===== config.mk =====
export PLATFORM = sky130hd
export DESIGN_NAME = msi_subsystem_ident_regs
export DESIGN_NICKNAME = d
export VERILOG_FILES = /design/src/design/msi_subsystem_ident_pkg.sv /design/src/design/msi_subsystem_ident_regs.sv
export SDC_FILE = /design/constraint.sdc
export NUM_CORES = 1
export LEC_CHECK = 0
export ABC_AREA = 1
export BUFFER_PORTS_ARGS = -buffer_cell sky130_fd_sc_hd__buf_2
export CAP_MARGIN = 20
export CORE_ASPECT_RATIO = 1.1
export CORE_MARGIN = 3
export CORE_UTILIZATION = 25
export CTS_BUF_LIST = sky130_fd_sc_hd__clkbuf_16
export DETAILED_ROUTE_END_ITERATION = 10
export PLACE_DENSITY_LB_ADDON = 0.3
export SLEW_MARGIN = 0
export SYNTH_ARGS = -nofsm -noshare
export SYNTH_HDL_FRONTEND = slang
export SYNTH_SLANG_ARGS = --single-unit

===== constraint.sdc =====
create_clock -name core_clk_i -period 1.4 [get_ports core_clk_i]
set_input_delay 0.07 -clock core_clk_i [delete_from_list [all_inputs] [get_ports core_clk_i]]
set_output_delay 0.07 -clock core_clk_i [all_outputs]
set_load 0.02 [all_outputs]

===== src/design/msi_subsystem_ident_pkg.sv =====
// Purpose: Constants and carrier types for the interrupt message and subsystem id registers
// Assumes: 32-bit configuration accesses with byte enables, dword addressed by byte offset
// Notes:   Offsets are configuration space byte addresses
package msi_subsystem_ident_pkg;
   localparam logic [11:0] cap_control_off   = 12'h0d0;
   localparam logic [11:0] addr_low_off      = 12'h0d4;
   localparam logic [11:0] addr_high_off     = 12'h0d8;
   localparam logic [11:0] payload_off       = 12'h0dc;
   localparam logic [11:0] subsystem_ident_header_off   = 12'h0f0;
   localparam logic [11:0] subsystem_ident_values_off   = 12'h0f4;

   localparam logic [7:0]  msi_cap_ident     = 8'h05;
   localparam logic [7:0]  subsystem_ident_cap_ident    = 8'h0d;
   localparam logic [7:0]  next_ptr_reset    = 8'h00;
   localparam logic [2:0]  req_count_value   = 3'h0;
   localparam logic [2:0]  granted_value     = 3'h0;
   localparam logic        wide_capable_bit  = 1'h1;
   localparam logic [31:0] zero_word         = 32'h0000_0000;
   localparam logic [15:0] zero_half         = 16'h0000;

   // Configuration access request from the port's config logic
   typedef struct packed {
      logic        rd;
      logic        wr;
      logic [11:0] addr;
      logic [3:0]  be;
      logic [31:0] wdata;
   } cfg_req_type;

   // Interrupt memory write handed to the transmit side
   typedef struct packed {
      logic        valid;
      logic        wide;
      logic [63:0] addr;
      logic [31:0] data;
   } msg_write_type;
endpackage


===== src/design/msi_subsystem_ident_regs.sv =====
// Purpose: Interrupt message and subsystem identification capability register bank
// Assumes: Single core clock, synchronous active high reset, lock input from the port
// Notes:   Read data is registered and valid one cycle after the read strobe
//
// How it works
// - Interrupt capability id reads fixed 0x5
// - Interrupt next pointer lockable-writable, resets 0x0
// - Enable bit 16 read-write, resets zero
// - Requested message count reads zero
// - Granted message count fixed single message
// - Bit 23 reads one, wide address
// - Lower address bits 31:2 stored, 1:0 zero
// - Nonzero upper address selects wide write
// - Payload low 16 bits, upper bits zero
// - Subsystem capability id reads fixed 0xD
// - Subsystem next pointer lockable, upper reserved zero
// - Vendor ident lockable-writable, resets zero
// - Subsystem ident lockable-writable, resets zero
`timescale 1ns/1ps
module msi_subsystem_ident_regs
(
   input  wire logic                         core_clk_i,
   input  wire logic                         rst_i,
   input  wire msi_subsystem_ident_pkg::cfg_req_type    cfg_req_i,
   input  wire logic                         lock_i,
   input  wire logic                         msg_req_i,
   output logic [31:0]                       cfg_rdata_o,
   output logic                              cfg_rvalid_o,
   output logic                              msg_enable_o,
   output msi_subsystem_ident_pkg::msg_write_type       msg_write_o
);

   logic [7:0]  msi_next_r;
   logic        enable_r;
   logic [29:0] addr_low_r;
   logic [31:0] addr_high_r;
   logic [15:0] payload_r;
   logic [7:0]  subsystem_ident_next_r;
   logic [15:0] vendor_ident_r;
   logic [15:0] sub_ident_r;
   logic [31:0] rdata_nxt;

   // Byte-enable merge used by every writable field
   function automatic logic [31:0] merge
   (
      input logic [31:0] old_v,
      input logic [31:0] new_v,
      input logic [3:0]  be
   );
      logic [31:0] res;
      res = old_v;
      for (int i = 0; i < 4; i++)
      begin
         if (be[i])
         begin
            res[i*8 +: 8] = new_v[i*8 +: 8];
         end
      end
      return res;
   endfunction

   function automatic logic hit(input logic [11:0] off);
      return cfg_req_i.wr && (cfg_req_i.addr == off);
   endfunction

   logic [31:0] cap_word;
   logic [31:0] low_word;
   logic [31:0] subsystem_ident_hdr_word;
   logic [31:0] subsystem_ident_val_word;
   logic [31:0] cap_m;
   logic [31:0] low_m;
   logic [31:0] high_m;
   logic [31:0] pay_m;
   logic [31:0] hdr_m;
   logic [31:0] val_m;

   always_comb
   begin
      cap_word = {8'h00, msi_subsystem_ident_pkg::wide_capable_bit,
                  msi_subsystem_ident_pkg::granted_value,
                  msi_subsystem_ident_pkg::req_count_value,
                  enable_r, msi_next_r,
                  msi_subsystem_ident_pkg::msi_cap_ident};
      low_word = {addr_low_r, 2'b00};
      subsystem_ident_hdr_word = {msi_subsystem_ident_pkg::zero_half, subsystem_ident_next_r,
                       msi_subsystem_ident_pkg::subsystem_ident_cap_ident};
      subsystem_ident_val_word = {sub_ident_r, vendor_ident_r};
      cap_m  = merge(cap_word, cfg_req_i.wdata, cfg_req_i.be);
      low_m  = merge(low_word, cfg_req_i.wdata, cfg_req_i.be);
      high_m = merge(addr_high_r, cfg_req_i.wdata, cfg_req_i.be);
      pay_m  = merge({msi_subsystem_ident_pkg::zero_half, payload_r}, cfg_req_i.wdata, cfg_req_i.be);
      hdr_m  = merge(subsystem_ident_hdr_word, cfg_req_i.wdata, cfg_req_i.be);
      val_m  = merge(subsystem_ident_val_word, cfg_req_i.wdata, cfg_req_i.be);
   end

   // Interrupt capability control; granted count ignores writes
   always_ff @(posedge core_clk_i)
   begin
      if (rst_i)
      begin
         msi_next_r <= msi_subsystem_ident_pkg::next_ptr_reset;
         enable_r   <= 1'b0;
      end
      else if (hit(msi_subsystem_ident_pkg::cap_control_off))
      begin
         if (!lock_i)
         begin
            msi_next_r <= cap_m[15:8];
         end
         enable_r <= cap_m[16];
      end
   end

   // Message address and payload
   always_ff @(posedge core_clk_i)
   begin
      if (rst_i)
      begin
         addr_low_r  <= '0;
         addr_high_r <= msi_subsystem_ident_pkg::zero_word;
         payload_r   <= msi_subsystem_ident_pkg::zero_half;
      end
      else
      begin
         if (hit(msi_subsystem_ident_pkg::addr_low_off))
         begin
            addr_low_r <= low_m[31:2];
         end
         if (hit(msi_subsystem_ident_pkg::addr_high_off))
         begin
            addr_high_r <= high_m;
         end
         if (hit(msi_subsystem_ident_pkg::payload_off))
         begin
            payload_r <= pay_m[15:0];
         end
      end
   end

   // Subsystem identification; frozen while locked
   always_ff @(posedge core_clk_i)
   begin
      if (rst_i)
      begin
         subsystem_ident_next_r    <= msi_subsystem_ident_pkg::next_ptr_reset;
         vendor_ident_r <= msi_subsystem_ident_pkg::zero_half;
         sub_ident_r    <= msi_subsystem_ident_pkg::zero_half;
      end
      else if (!lock_i)
      begin
         if (hit(msi_subsystem_ident_pkg::subsystem_ident_header_off))
         begin
            subsystem_ident_next_r <= hdr_m[15:8];
         end
         if (hit(msi_subsystem_ident_pkg::subsystem_ident_values_off))
         begin
            vendor_ident_r <= val_m[15:0];
            sub_ident_r    <= val_m[31:16];
         end
      end
   end

   // Read mux; unmapped offsets read zero
   always_comb
   begin
      case (cfg_req_i.addr)
         msi_subsystem_ident_pkg::cap_control_off: rdata_nxt = cap_word;
         msi_subsystem_ident_pkg::addr_low_off:    rdata_nxt = low_word;
         msi_subsystem_ident_pkg::addr_high_off:   rdata_nxt = addr_high_r;
         msi_subsystem_ident_pkg::payload_off:     rdata_nxt = {msi_subsystem_ident_pkg::zero_half, payload_r};
         msi_subsystem_ident_pkg::subsystem_ident_header_off: rdata_nxt = subsystem_ident_hdr_word;
         msi_subsystem_ident_pkg::subsystem_ident_values_off: rdata_nxt = subsystem_ident_val_word;
         default:                       rdata_nxt = msi_subsystem_ident_pkg::zero_word;
      endcase
   end

   always_ff @(posedge core_clk_i)
   begin
      if (rst_i)
      begin
         cfg_rdata_o  <= msi_subsystem_ident_pkg::zero_word;
         cfg_rvalid_o <= 1'b0;
      end
      else
      begin
         cfg_rdata_o  <= cfg_req_i.rd ? rdata_nxt : msi_subsystem_ident_pkg::zero_word;
         cfg_rvalid_o <= cfg_req_i.rd;
      end
   end

   // Message write; address routing to the root is software's job
   always_ff @(posedge core_clk_i)
   begin
      if (rst_i)
      begin
         msg_write_o  <= '0;
         msg_enable_o <= 1'b0;
      end
      else
      begin
         msg_enable_o      <= enable_r;
         msg_write_o.valid <= msg_req_i && enable_r;
         msg_write_o.wide  <= (addr_high_r != msi_subsystem_ident_pkg::zero_word);
         msg_write_o.addr  <= (addr_high_r != msi_subsystem_ident_pkg::zero_word)
                              ? {addr_high_r, addr_low_r, 2'b00}
                              : {msi_subsystem_ident_pkg::zero_word, addr_low_r, 2'b00};
         msg_write_o.data  <= {msi_subsystem_ident_pkg::zero_half, payload_r};
      end
   end

   // Checks
   property p_msg_gated;
      @(posedge core_clk_i) disable iff (rst_i)
      msg_write_o.valid |-> $past(msg_req_i) && $past(enable_r);
   endproperty
   a_msg_gated: assert property (p_msg_gated) else $error("message without enable");

   property p_msg_sent;
      @(posedge core_clk_i) disable iff (rst_i)
      msg_req_i && enable_r |=> msg_write_o.valid;
   endproperty
   a_msg_sent: assert property (p_msg_sent) else $error("enabled message lost");

   property p_wide;
      @(posedge core_clk_i) disable iff (rst_i)
      msg_write_o.valid |-> msg_write_o.wide == (msg_write_o.addr[63:32] != 32'h0000_0000);
   endproperty
   a_wide: assert property (p_wide) else $error("wide flag mismatch");

   property p_addr_align;
      @(posedge core_clk_i) disable iff (rst_i)
      msg_write_o.valid |-> msg_write_o.addr[1:0] == 2'h0;
   endproperty
   a_addr_align: assert property (p_addr_align) else $error("address not aligned");

   property p_data_high;
      @(posedge core_clk_i) disable iff (rst_i)
      msg_write_o.valid |-> msg_write_o.data[31:16] == 16'h0000;
   endproperty
   a_data_high: assert property (p_data_high) else $error("payload upper bits set");

   property p_cap_read;
      @(posedge core_clk_i) disable iff (rst_i)
      cfg_req_i.rd && cfg_req_i.addr == msi_subsystem_ident_pkg::cap_control_off
      |=> cfg_rdata_o[7:0] == 8'h05 && cfg_rdata_o[23:17] == 7'h40
          && cfg_rdata_o[31:24] == 8'h00;
   endproperty
   a_cap_read: assert property (p_cap_read) else $error("capability header wrong");

   property p_subsystem_ident_read;
      @(posedge core_clk_i) disable iff (rst_i)
      cfg_req_i.rd && cfg_req_i.addr == msi_subsystem_ident_pkg::subsystem_ident_header_off
      |=> cfg_rdata_o[7:0] == 8'h0d && cfg_rdata_o[31:16] == 16'h0000;
   endproperty
   a_subsystem_ident_read: assert property (p_subsystem_ident_read) else $error("subsystem header wrong");

   property p_lock_hold;
      @(posedge core_clk_i) disable iff (rst_i)
      lock_i |=> $stable(vendor_ident_r) && $stable(sub_ident_r) && $stable(subsystem_ident_next_r)
                 && $stable(msi_next_r);
   endproperty
   a_lock_hold: assert property (p_lock_hold) else $error("locked field changed");

   property p_enable_wr;
      @(posedge core_clk_i) disable iff (rst_i)
      hit(msi_subsystem_ident_pkg::cap_control_off) && cfg_req_i.be[2]
      |=> enable_r == $past(cfg_req_i.wdata[16]);
   endproperty
   a_enable_wr: assert property (p_enable_wr) else $error("enable not written");

   c_msg_narrow: cover property (@(posedge core_clk_i) msg_write_o.valid && !msg_write_o.wide);
   c_msg_wide:   cover property (@(posedge core_clk_i) msg_write_o.valid && msg_write_o.wide);
   c_lock_write: cover property (@(posedge core_clk_i) lock_i && cfg_req_i.wr);
   c_blocked:    cover property (@(posedge core_clk_i) msg_req_i && !enable_r);

endmodule // msi_subsystem_ident_regs

# Word level (Yosys, flattened, before mapping)
# Cells that the tools add are included.
# W data, S select, Z words.
[op_classes] reduce_logical=27 n_bitwise=3 muxes=2 n_eq_ne=6
[op_table] operator="$pmux W32 S6" n=1
[op_table] operator="$eq A12 B8 Y1 const B" n=6
[op_table] operator="$mux W64" n=1
[op_table] operator="$reduce_bool A32 Y1" n=1
[op_table] operator="$reduce_and A2 Y1" n=11
[op_table] operator="$reduce_and A3 Y1" n=6
[op_table] operator="$logic_and A1 B1 Y1" n=7
[op_table] operator="$reduce_or A2 Y1" n=2
[op_table] operator="$not A1 Y1" n=3
[word_totals] wordCells=64 input_bits=54 regBits=259 output_inout_bits=132

# Logic depth before layout (Yosys ltp)
# Gate-level depths: netlist of the first run.
[depth] depth_word=3 mapped_depth=12 depth_no_buf=10

# Worst setup path before layout of the first run
# Ideal clock, no wire load.
[synth_path] path_type="register to register" from="register addr_high_r[19]" to="register msg_write_o[86] in the netlist's numbering" required_ps=1270 synth_period_minus_slack_ps=1319 setup_ps=130 path_buffers=1 path_stages_with_launch=8 arrival_ps=1189 slack_ps=81 cell_sequence="dfxtp_1 -> inv_1 -> nand4_1 -> nor2_1 -> nand2_1 -> nor2_1 -> clkbuf_1 -> nor3_1"
[synth_between] elab_chain_len=3
[synth_lines] element="start: declaration" line="msi_subsystem_ident_regs.sv:36" text="logic [31:0] addr_high_r;"
[synth_lines] element="start signal: assignment" line="msi_subsystem_ident_regs.sv:120" text="addr_high_r <= msi_subsystem_ident_pkg::zero_word;"
[synth_lines] element="start signal: assignment" line="msi_subsystem_ident_regs.sv:131" text="addr_high_r <= high_m;"
[synth_lines] element="$reduce_bool A32 Y1" line="msi_subsystem_ident_regs.sv:204" text="msg_write_o.addr <= (addr_high_r != msi_subsystem_ident_pkg::zero_word)"
[synth_lines] element="$not A1 Y1 (no line)"
[synth_lines] element="$reduce_or A2 Y1 (no line)"
[synth_lines] element="end: declaration" line="msi_subsystem_ident_regs.sv:30" text="output msi_subsystem_ident_pkg::msg_write_type msg_write_o"
# No other way between the ends.
# A chain may end at the register's enable or synchronous reset.

# Final worst setup path of the first run
[layout_path] from="register addr_high_r[12]" to="register msg_write_o[80] in the netlist's numbering"
# Same word-level chain as after synthesis.

==> results of run 1 <==
## flip-flops by register name (all words and copies together), names as in the netlist
signal                  cells
vendor_ident_r             16
subsystem_ident_next_r      8
enable_r                    1
addr_high_r                32
cfg_rvalid_o                1
cfg_rdata_o                32
sub_ident_r                16
msi_next_r                  8
msg_enable_o                1
addr_low_r                 30
msg_write_o                80
payload_r                  16
## Yosys cell counts, drive strengths merged
library cell  instances
nor3                 34
nand2               328
conb                  1
nand3                78
o21ai                31
dfxtp               241
inv                 143
a21oi                 8
nor3b                 1
buf                  44
nand4                18
nor2                379
clkbuf               27
## power groups by stage
| stage | Clock (mW) | Sequential [mW] | Combinational [mW] |
|---|---|---|---|
| global placement | 0 | 7.01 | 0.473 |
| global route | 7.68 | 6.85 | 0.603 |
| finish | 7.19 | 6.86 | 0.561 |
| detailed placement | 0 | 7.01 | 0.474 |
| CTS | 7.42 | 6.86 | 0.561 |
| floorplan | 0 | 7.01 | 0.234 |
## worst paths after layout
check                                             startpoint                          to  slack [ns]  depth (start not counted)
worst min register to register   addr_low_r[16]$_SDFFE_PP0P_  msg_write_o[50]$_SDFF_PP0_        0.45                          2
worst min-delay path                           cfg_req_i[32]   payload_r[0]$_SDFFE_PP0P_        0.04                          4
worst max-delay path            addr_high_r[12]$_SDFFE_PP0P_  msg_write_o[80]$_SDFF_PP0_        0.05                          8
worst max register to register  addr_high_r[12]$_SDFFE_PP0P_  msg_write_o[80]$_SDFF_PP0_        0.05                          8
## routing by layer
layer,wire length (um),vias up
met5,0,-
met4,621,0
met3,1800,36
met2,14500,223
met1,14400,3948
li1,-,4605
## cell usage in the layout, fill, tap and decap left out, drive strengths merged, types with 8 or more instances in the layout
cell         count
inv            144
buf            286
nand2          328
dfxtp          241
a21oi            8
conb            18
dlygate4sd3     36
nand3           78
clkbuf          29
nand4           18
nor3            34
clkinv          12
o21ai           31
nor2           379
## critical path: cells and delay by family (launching register included)
family / cells / cell delay (ns)
buffers and inverters: 3 / 0.30
DFF: 1 / 0.32
and+or+nand+nor: 5 / 0.59
## metrics by stage
| stage | util (%) | setup TNS [ns] | instance area (um2) | hold slack [ns] |
|---|---|---|---|---|
| global route | 35.0 | -0.354 | 13100 | 0.0474 |
| global placement | 31.2 | -4.90 | 11600 | 0.334 |
| finish | 35.0 | 0 | 13100 | 0.0450 |
| floorplan | - | 0 | 9570 | 0.191 |
| detailed placement | 31.2 | -9.03 | 11600 | 0.342 |
| CTS | 34.5 | -0.124 | 12900 | 0.0142 |
## area by class of cell
type	count	share of cell area, %
clock buffers	27	5.18
clock inverters	21	1.72
inverters	143	4.12
multi-input cells	895	29.5
flip-flops and latches	241	37.0
well taps	494	4.74
repair buffers	324	17.8
## timing repair
item / CTS / global route
endpoints found under the hold margin: 128 / 0
gates cloned: 0 / 2
gates resized for setup: 0 / 37
hold buffers: 36 / 0
endpoints found under the setup margin: 8 / 33
pin swaps: 0 / 7
buffers inserted: 0 / 4
## kinds of logic (layout without fill, tap and decap cells)
group / count (synthesis) / after routing / synth area share, %
and+or+nand+nor: 838 / 838 / 37.1
DFF: 241 / 241 / 50.8
other: 1 / 18 / 0.0395
AOI/OAI and AO/OA: 39 / 39 / 2.09
buffers and inverters: 214 / 515 / 9.97
==> results.toml, run 1 <==
[run_status]
outcome = "completed"

[routing]
drc = 0
first_pass_iters = 5
avgRoutedWirePerCell_um = 14.6
routed_wl_um = 31300
vias_per_cell = 4.11
vias = 8812
final_antenna_net_count = 0
drt-initial-drc-count = 458

[die]
coreArea_um2 = 37300
rows = 74
start_util_pct = 25.5
die_area_um2 = 40400
dieHeight_um = 210
pin_count = 186
die_w_um = 192

[hold_path]
holdCritPathClass = "in -> reg"

[timing]
clock_skew_ns = 0.00795
setup_viol = 0
rsz0062_at_grt = "true"
hold_viol = 0
max_freq_mhz = 738
drv_slew = 0
period_share_pct = 96.8
layout_min_cycle_time_ns = 1.35
setup_slack_ns = 0.0454

[yosys]
synth_cells = 1333
ys_seq_area_share_pct = 50.8
synth_area_um2 = 9500
synth-seq-cells = 241
synth_cell_types = 25
yosysWarnings = 0
synth_top_area_share_pct = 50.8
synthesis.area_per_instance_um2 = 7.13
synthTopCellsByArea = "dfxtp_1 51%, nor2_1 14%, nand2_1 12%"
synth_top_area_cell = "dfxtp_1"

[final_layout]
drive_above_1_share_pct = 24.3
multiInputGateArea_um2 = 3840
fill_cells = 4027
final-instance-count-excl-fill = 2145
antenna_cells = 0
area_delta_synth_final_pct = 37.3
nets = 1686
seqCellArea_um2 = 4830

[placed_design]
dp_hpwl_um = 23000
dpl_worst_slack_ns = -0.209
io_buffers = 167
routabilityCongestion = 0.823
place_inst = 2055

[critical_path]
path_class = "reg -> reg"
cp.required_ns = 1.80
critical_path.max_stage_delay_ns = 0.32
crit_fanout = 6
worstPathCellList = "inv_2, nand4_1, nor2_2, nand2_2, nor2_4, buf_6, buf_8, nor3_1"
end_kind = "register"
start_kind = "register"
worstPathArrival_ns = 1.75
critical-path-slowest-cell = "dfxtp_2"

[pwr]
seq_power_share_pct = 47.0
p_sw_mw = 3.30
clkPwrFrac_pct = 49.2
ir_drop_mv = 0.722
p_leak_nw = 6.83
powerDensity_nw_per_um2 = 1120
power_mw = 14.6
swShare_pct = 22.6
pwr-share-comb_pct = 3.8
p_int_mw = 11.3

[clock_network]
htreeDepth = 1
clk_latency_ns = 0.54
cts_tree = "built"
max-clock-path-buffers = 3
clkSinkCount = 241
cts_buffers = 27
clock-root-buffer = "clkbuf_16"
path_clk_slew_ns = 0.06

[grt]
grt_util_met3_pct = 2.48
grtUsageTotal_pct = 15.1
grt_max_degree = 73
grt_pass1_wl_um = 48100
use_met2_pct = 24.7
antenna_found_initial = 0
grt_overflow = 0
busiest_layer = "met2"
gr-usage-met1_pct = 20.7
first_global_vias = 8442

[run]
drv_cap = 0
Power figures use the tool's default switching activity.
==> inputs of run 2 (changes only) <==
--- a/config.mk
+++ b/config.mk
@@ -14,6 +14,7 @@
 export CTS_BUF_LIST = sky130_fd_sc_hd__clkbuf_16
 export DETAILED_ROUTE_END_ITERATION = 10
 export PLACE_DENSITY_LB_ADDON = 0.3
+export RECOVER_POWER = 50
 export SLEW_MARGIN = 0
 export SYNTH_ARGS = -nofsm -noshare
 export SYNTH_HDL_FRONTEND = slang
==> results.toml, run 2 (synthesis results as in run 1) <==
[run_status]
outcome = "completed"

[critical_path]
critical_path.max_stage_delay_ns = 0.32
start_kind = "register"
worstPathCellList = "inv_2, nand4_1, nor2_2, nand2_2, nor2_4, buf_6, buf_8, nor3_1"
crit_start = "addr_high_r[12]$_SDFFE_PP0P_"
end_kind = "register"
worstPathArrival_ns = 1.76
critical-path-slowest-cell = "dfxtp_2"
ff2ff_setup_slack_ns = 0.05
cp.required_ns = 1.80
r2r_start = "addr_high_r[12]$_SDFFE_PP0P_"
path_class = "reg -> reg"
crit_fanout = 7

[die]
die_area_um2 = 40400
pin_count = 186
coreArea_um2 = 37300
start_util_pct = 25.5
die_w_um = 192
rows = 74
dieHeight_um = 210

[clock_network]
clkSinkCount = 241
max-clock-path-buffers = 3
clock-root-buffer = "clkbuf_16"
path_clk_slew_ns = 0.06
htreeDepth = 1
clk_latency_ns = 0.54
cts_tree = "built"
cts_buffers = 27

[final_layout]
antenna_cells = 0
final_util_pct = 34.5
drive_above_1_share_pct = 18.7
layout_commonest_cell = "nor2_1"
largest-register = "msg_write_o"
area_delta_synth_final_pct = 35.5
reg.largest.list = "msg_write_o x80, addr_high_r x32, cfg_rdata_o x32"
largest_reg_flops = 80
layout_common_cells = "363 x nor2_1, 309 x nand2_1, 236 x dfxtp_1, 127 x inv_1, 95 x buf_4"
fill_cells = 4074
nets = 1686

[timing]
hold_viol = 0
rsz0062_at_grt = "true"
setup_slack_ns = 0.0472
period_share_pct = 96.6
setup_viol = 0
drv_slew = 0
layout_min_cycle_time_ns = 1.35
max_freq_mhz = 739
clock_skew_ns = 0.00738

[placed_design]
dp_hpwl_um = 23000
routabilityCongestion = 0.823
dpl_worst_slack_ns = -0.209
io_buffers = 167

[hold_path]
holdCritPathClass = "in -> reg"
hp-start = "cfg_req_i[32]"

[pwr]
ir_drop_mv = 0.721
p_leak_nw = 6.43
power_mw = 14.6
powerDensity_nw_per_um2 = 1130

[routing]
drc = 0
avgRoutedWirePerCell_um = 14.7
routed_wl_um = 31500
vias_per_cell = 4.12
first_pass_iters = 5
final_antenna_net_count = 0
vias = 8829
drt-initial-drc-count = 478

[grt]
first_global_vias = 8442
antenna_found_initial = 0
grt_pass1_wl_um = 48100
grt_max_degree = 73
grtUsageTotal_pct = 15.1
grt_overflow = 0

[run]
drv_cap = 0
[run 2: repair_timing]
item                                    4_1_cts  5_1_grt
buffers inserted                              0        4
pin swaps                                     0        7
hold buffers                                 36        0
hold endpoints to repair                    128        0
endpoints found under the setup margin        8       33
gates resized for setup                       0       37
gates cloned                                  0        2
[run 2: metal layers]
metal | GRT usage (%) | vias up | wire length (um)
met4 | 4.28 | 0 | 620
met3 | 2.48 | 36 | 1780
met5 | 0 | - | 0
met2 | 24.7 | 216 | 14400
li1 | - | 4601 | -
met1 | 20.7 | 3976 | 14600
[run 2: cell type report]
cell class / instances / area [um2] / area share [%]
multi-input cells: 895 / 3830 / 29.7
repair buffers: 324 / 2160 / 16.8
flip-flops and latches: 241 / 4830 / 37.5
well taps: 494 / 618 / 4.80
inverters: 143 / 538 / 4.18
clock inverters: 21 / 224 / 1.74
clock buffers: 27 / 676 / 5.25
[run 2: critical path, delay by kind of cell (launching register included)]
kind          cells  cell delay [ns]
simple gates      5             0.57
flops             1             0.32
buf+inv           3             0.31
[run 2: where the power goes]
part	total (mW)	switching (mW)	internal [mW]
clock	7.20	2.93	4.27
sequential	6.86	0.000540	6.86
combinational	0.558	0.374	0.184
total	14.6	3.31	11.3
[run 2: final timing paths]
kind,depth (start not counted),to
max,8,msg_write_o[89]$_SDFF_PP0_
min,4,addr_high_r[0]$_SDFFE_PP0P_
max reg2reg,8,msg_write_o[89]$_SDFF_PP0_
min reg2reg,2,msg_write_o[50]$_SDFF_PP0_
[run 2: through the flow]
step	setup TNS, ns	instance area [um2]	hold WS (ns)	cells
after floorplan	0	9570	0.191	1350
after global placement	-4.90	11600	0.334	2055
after detailed placement	-9.03	11600	0.342	2055
after CTS	-0.124	12900	0.0142	2139
after global routing	-0.354	12900	0.0474	2145
final	0	12900	0.0482	2145
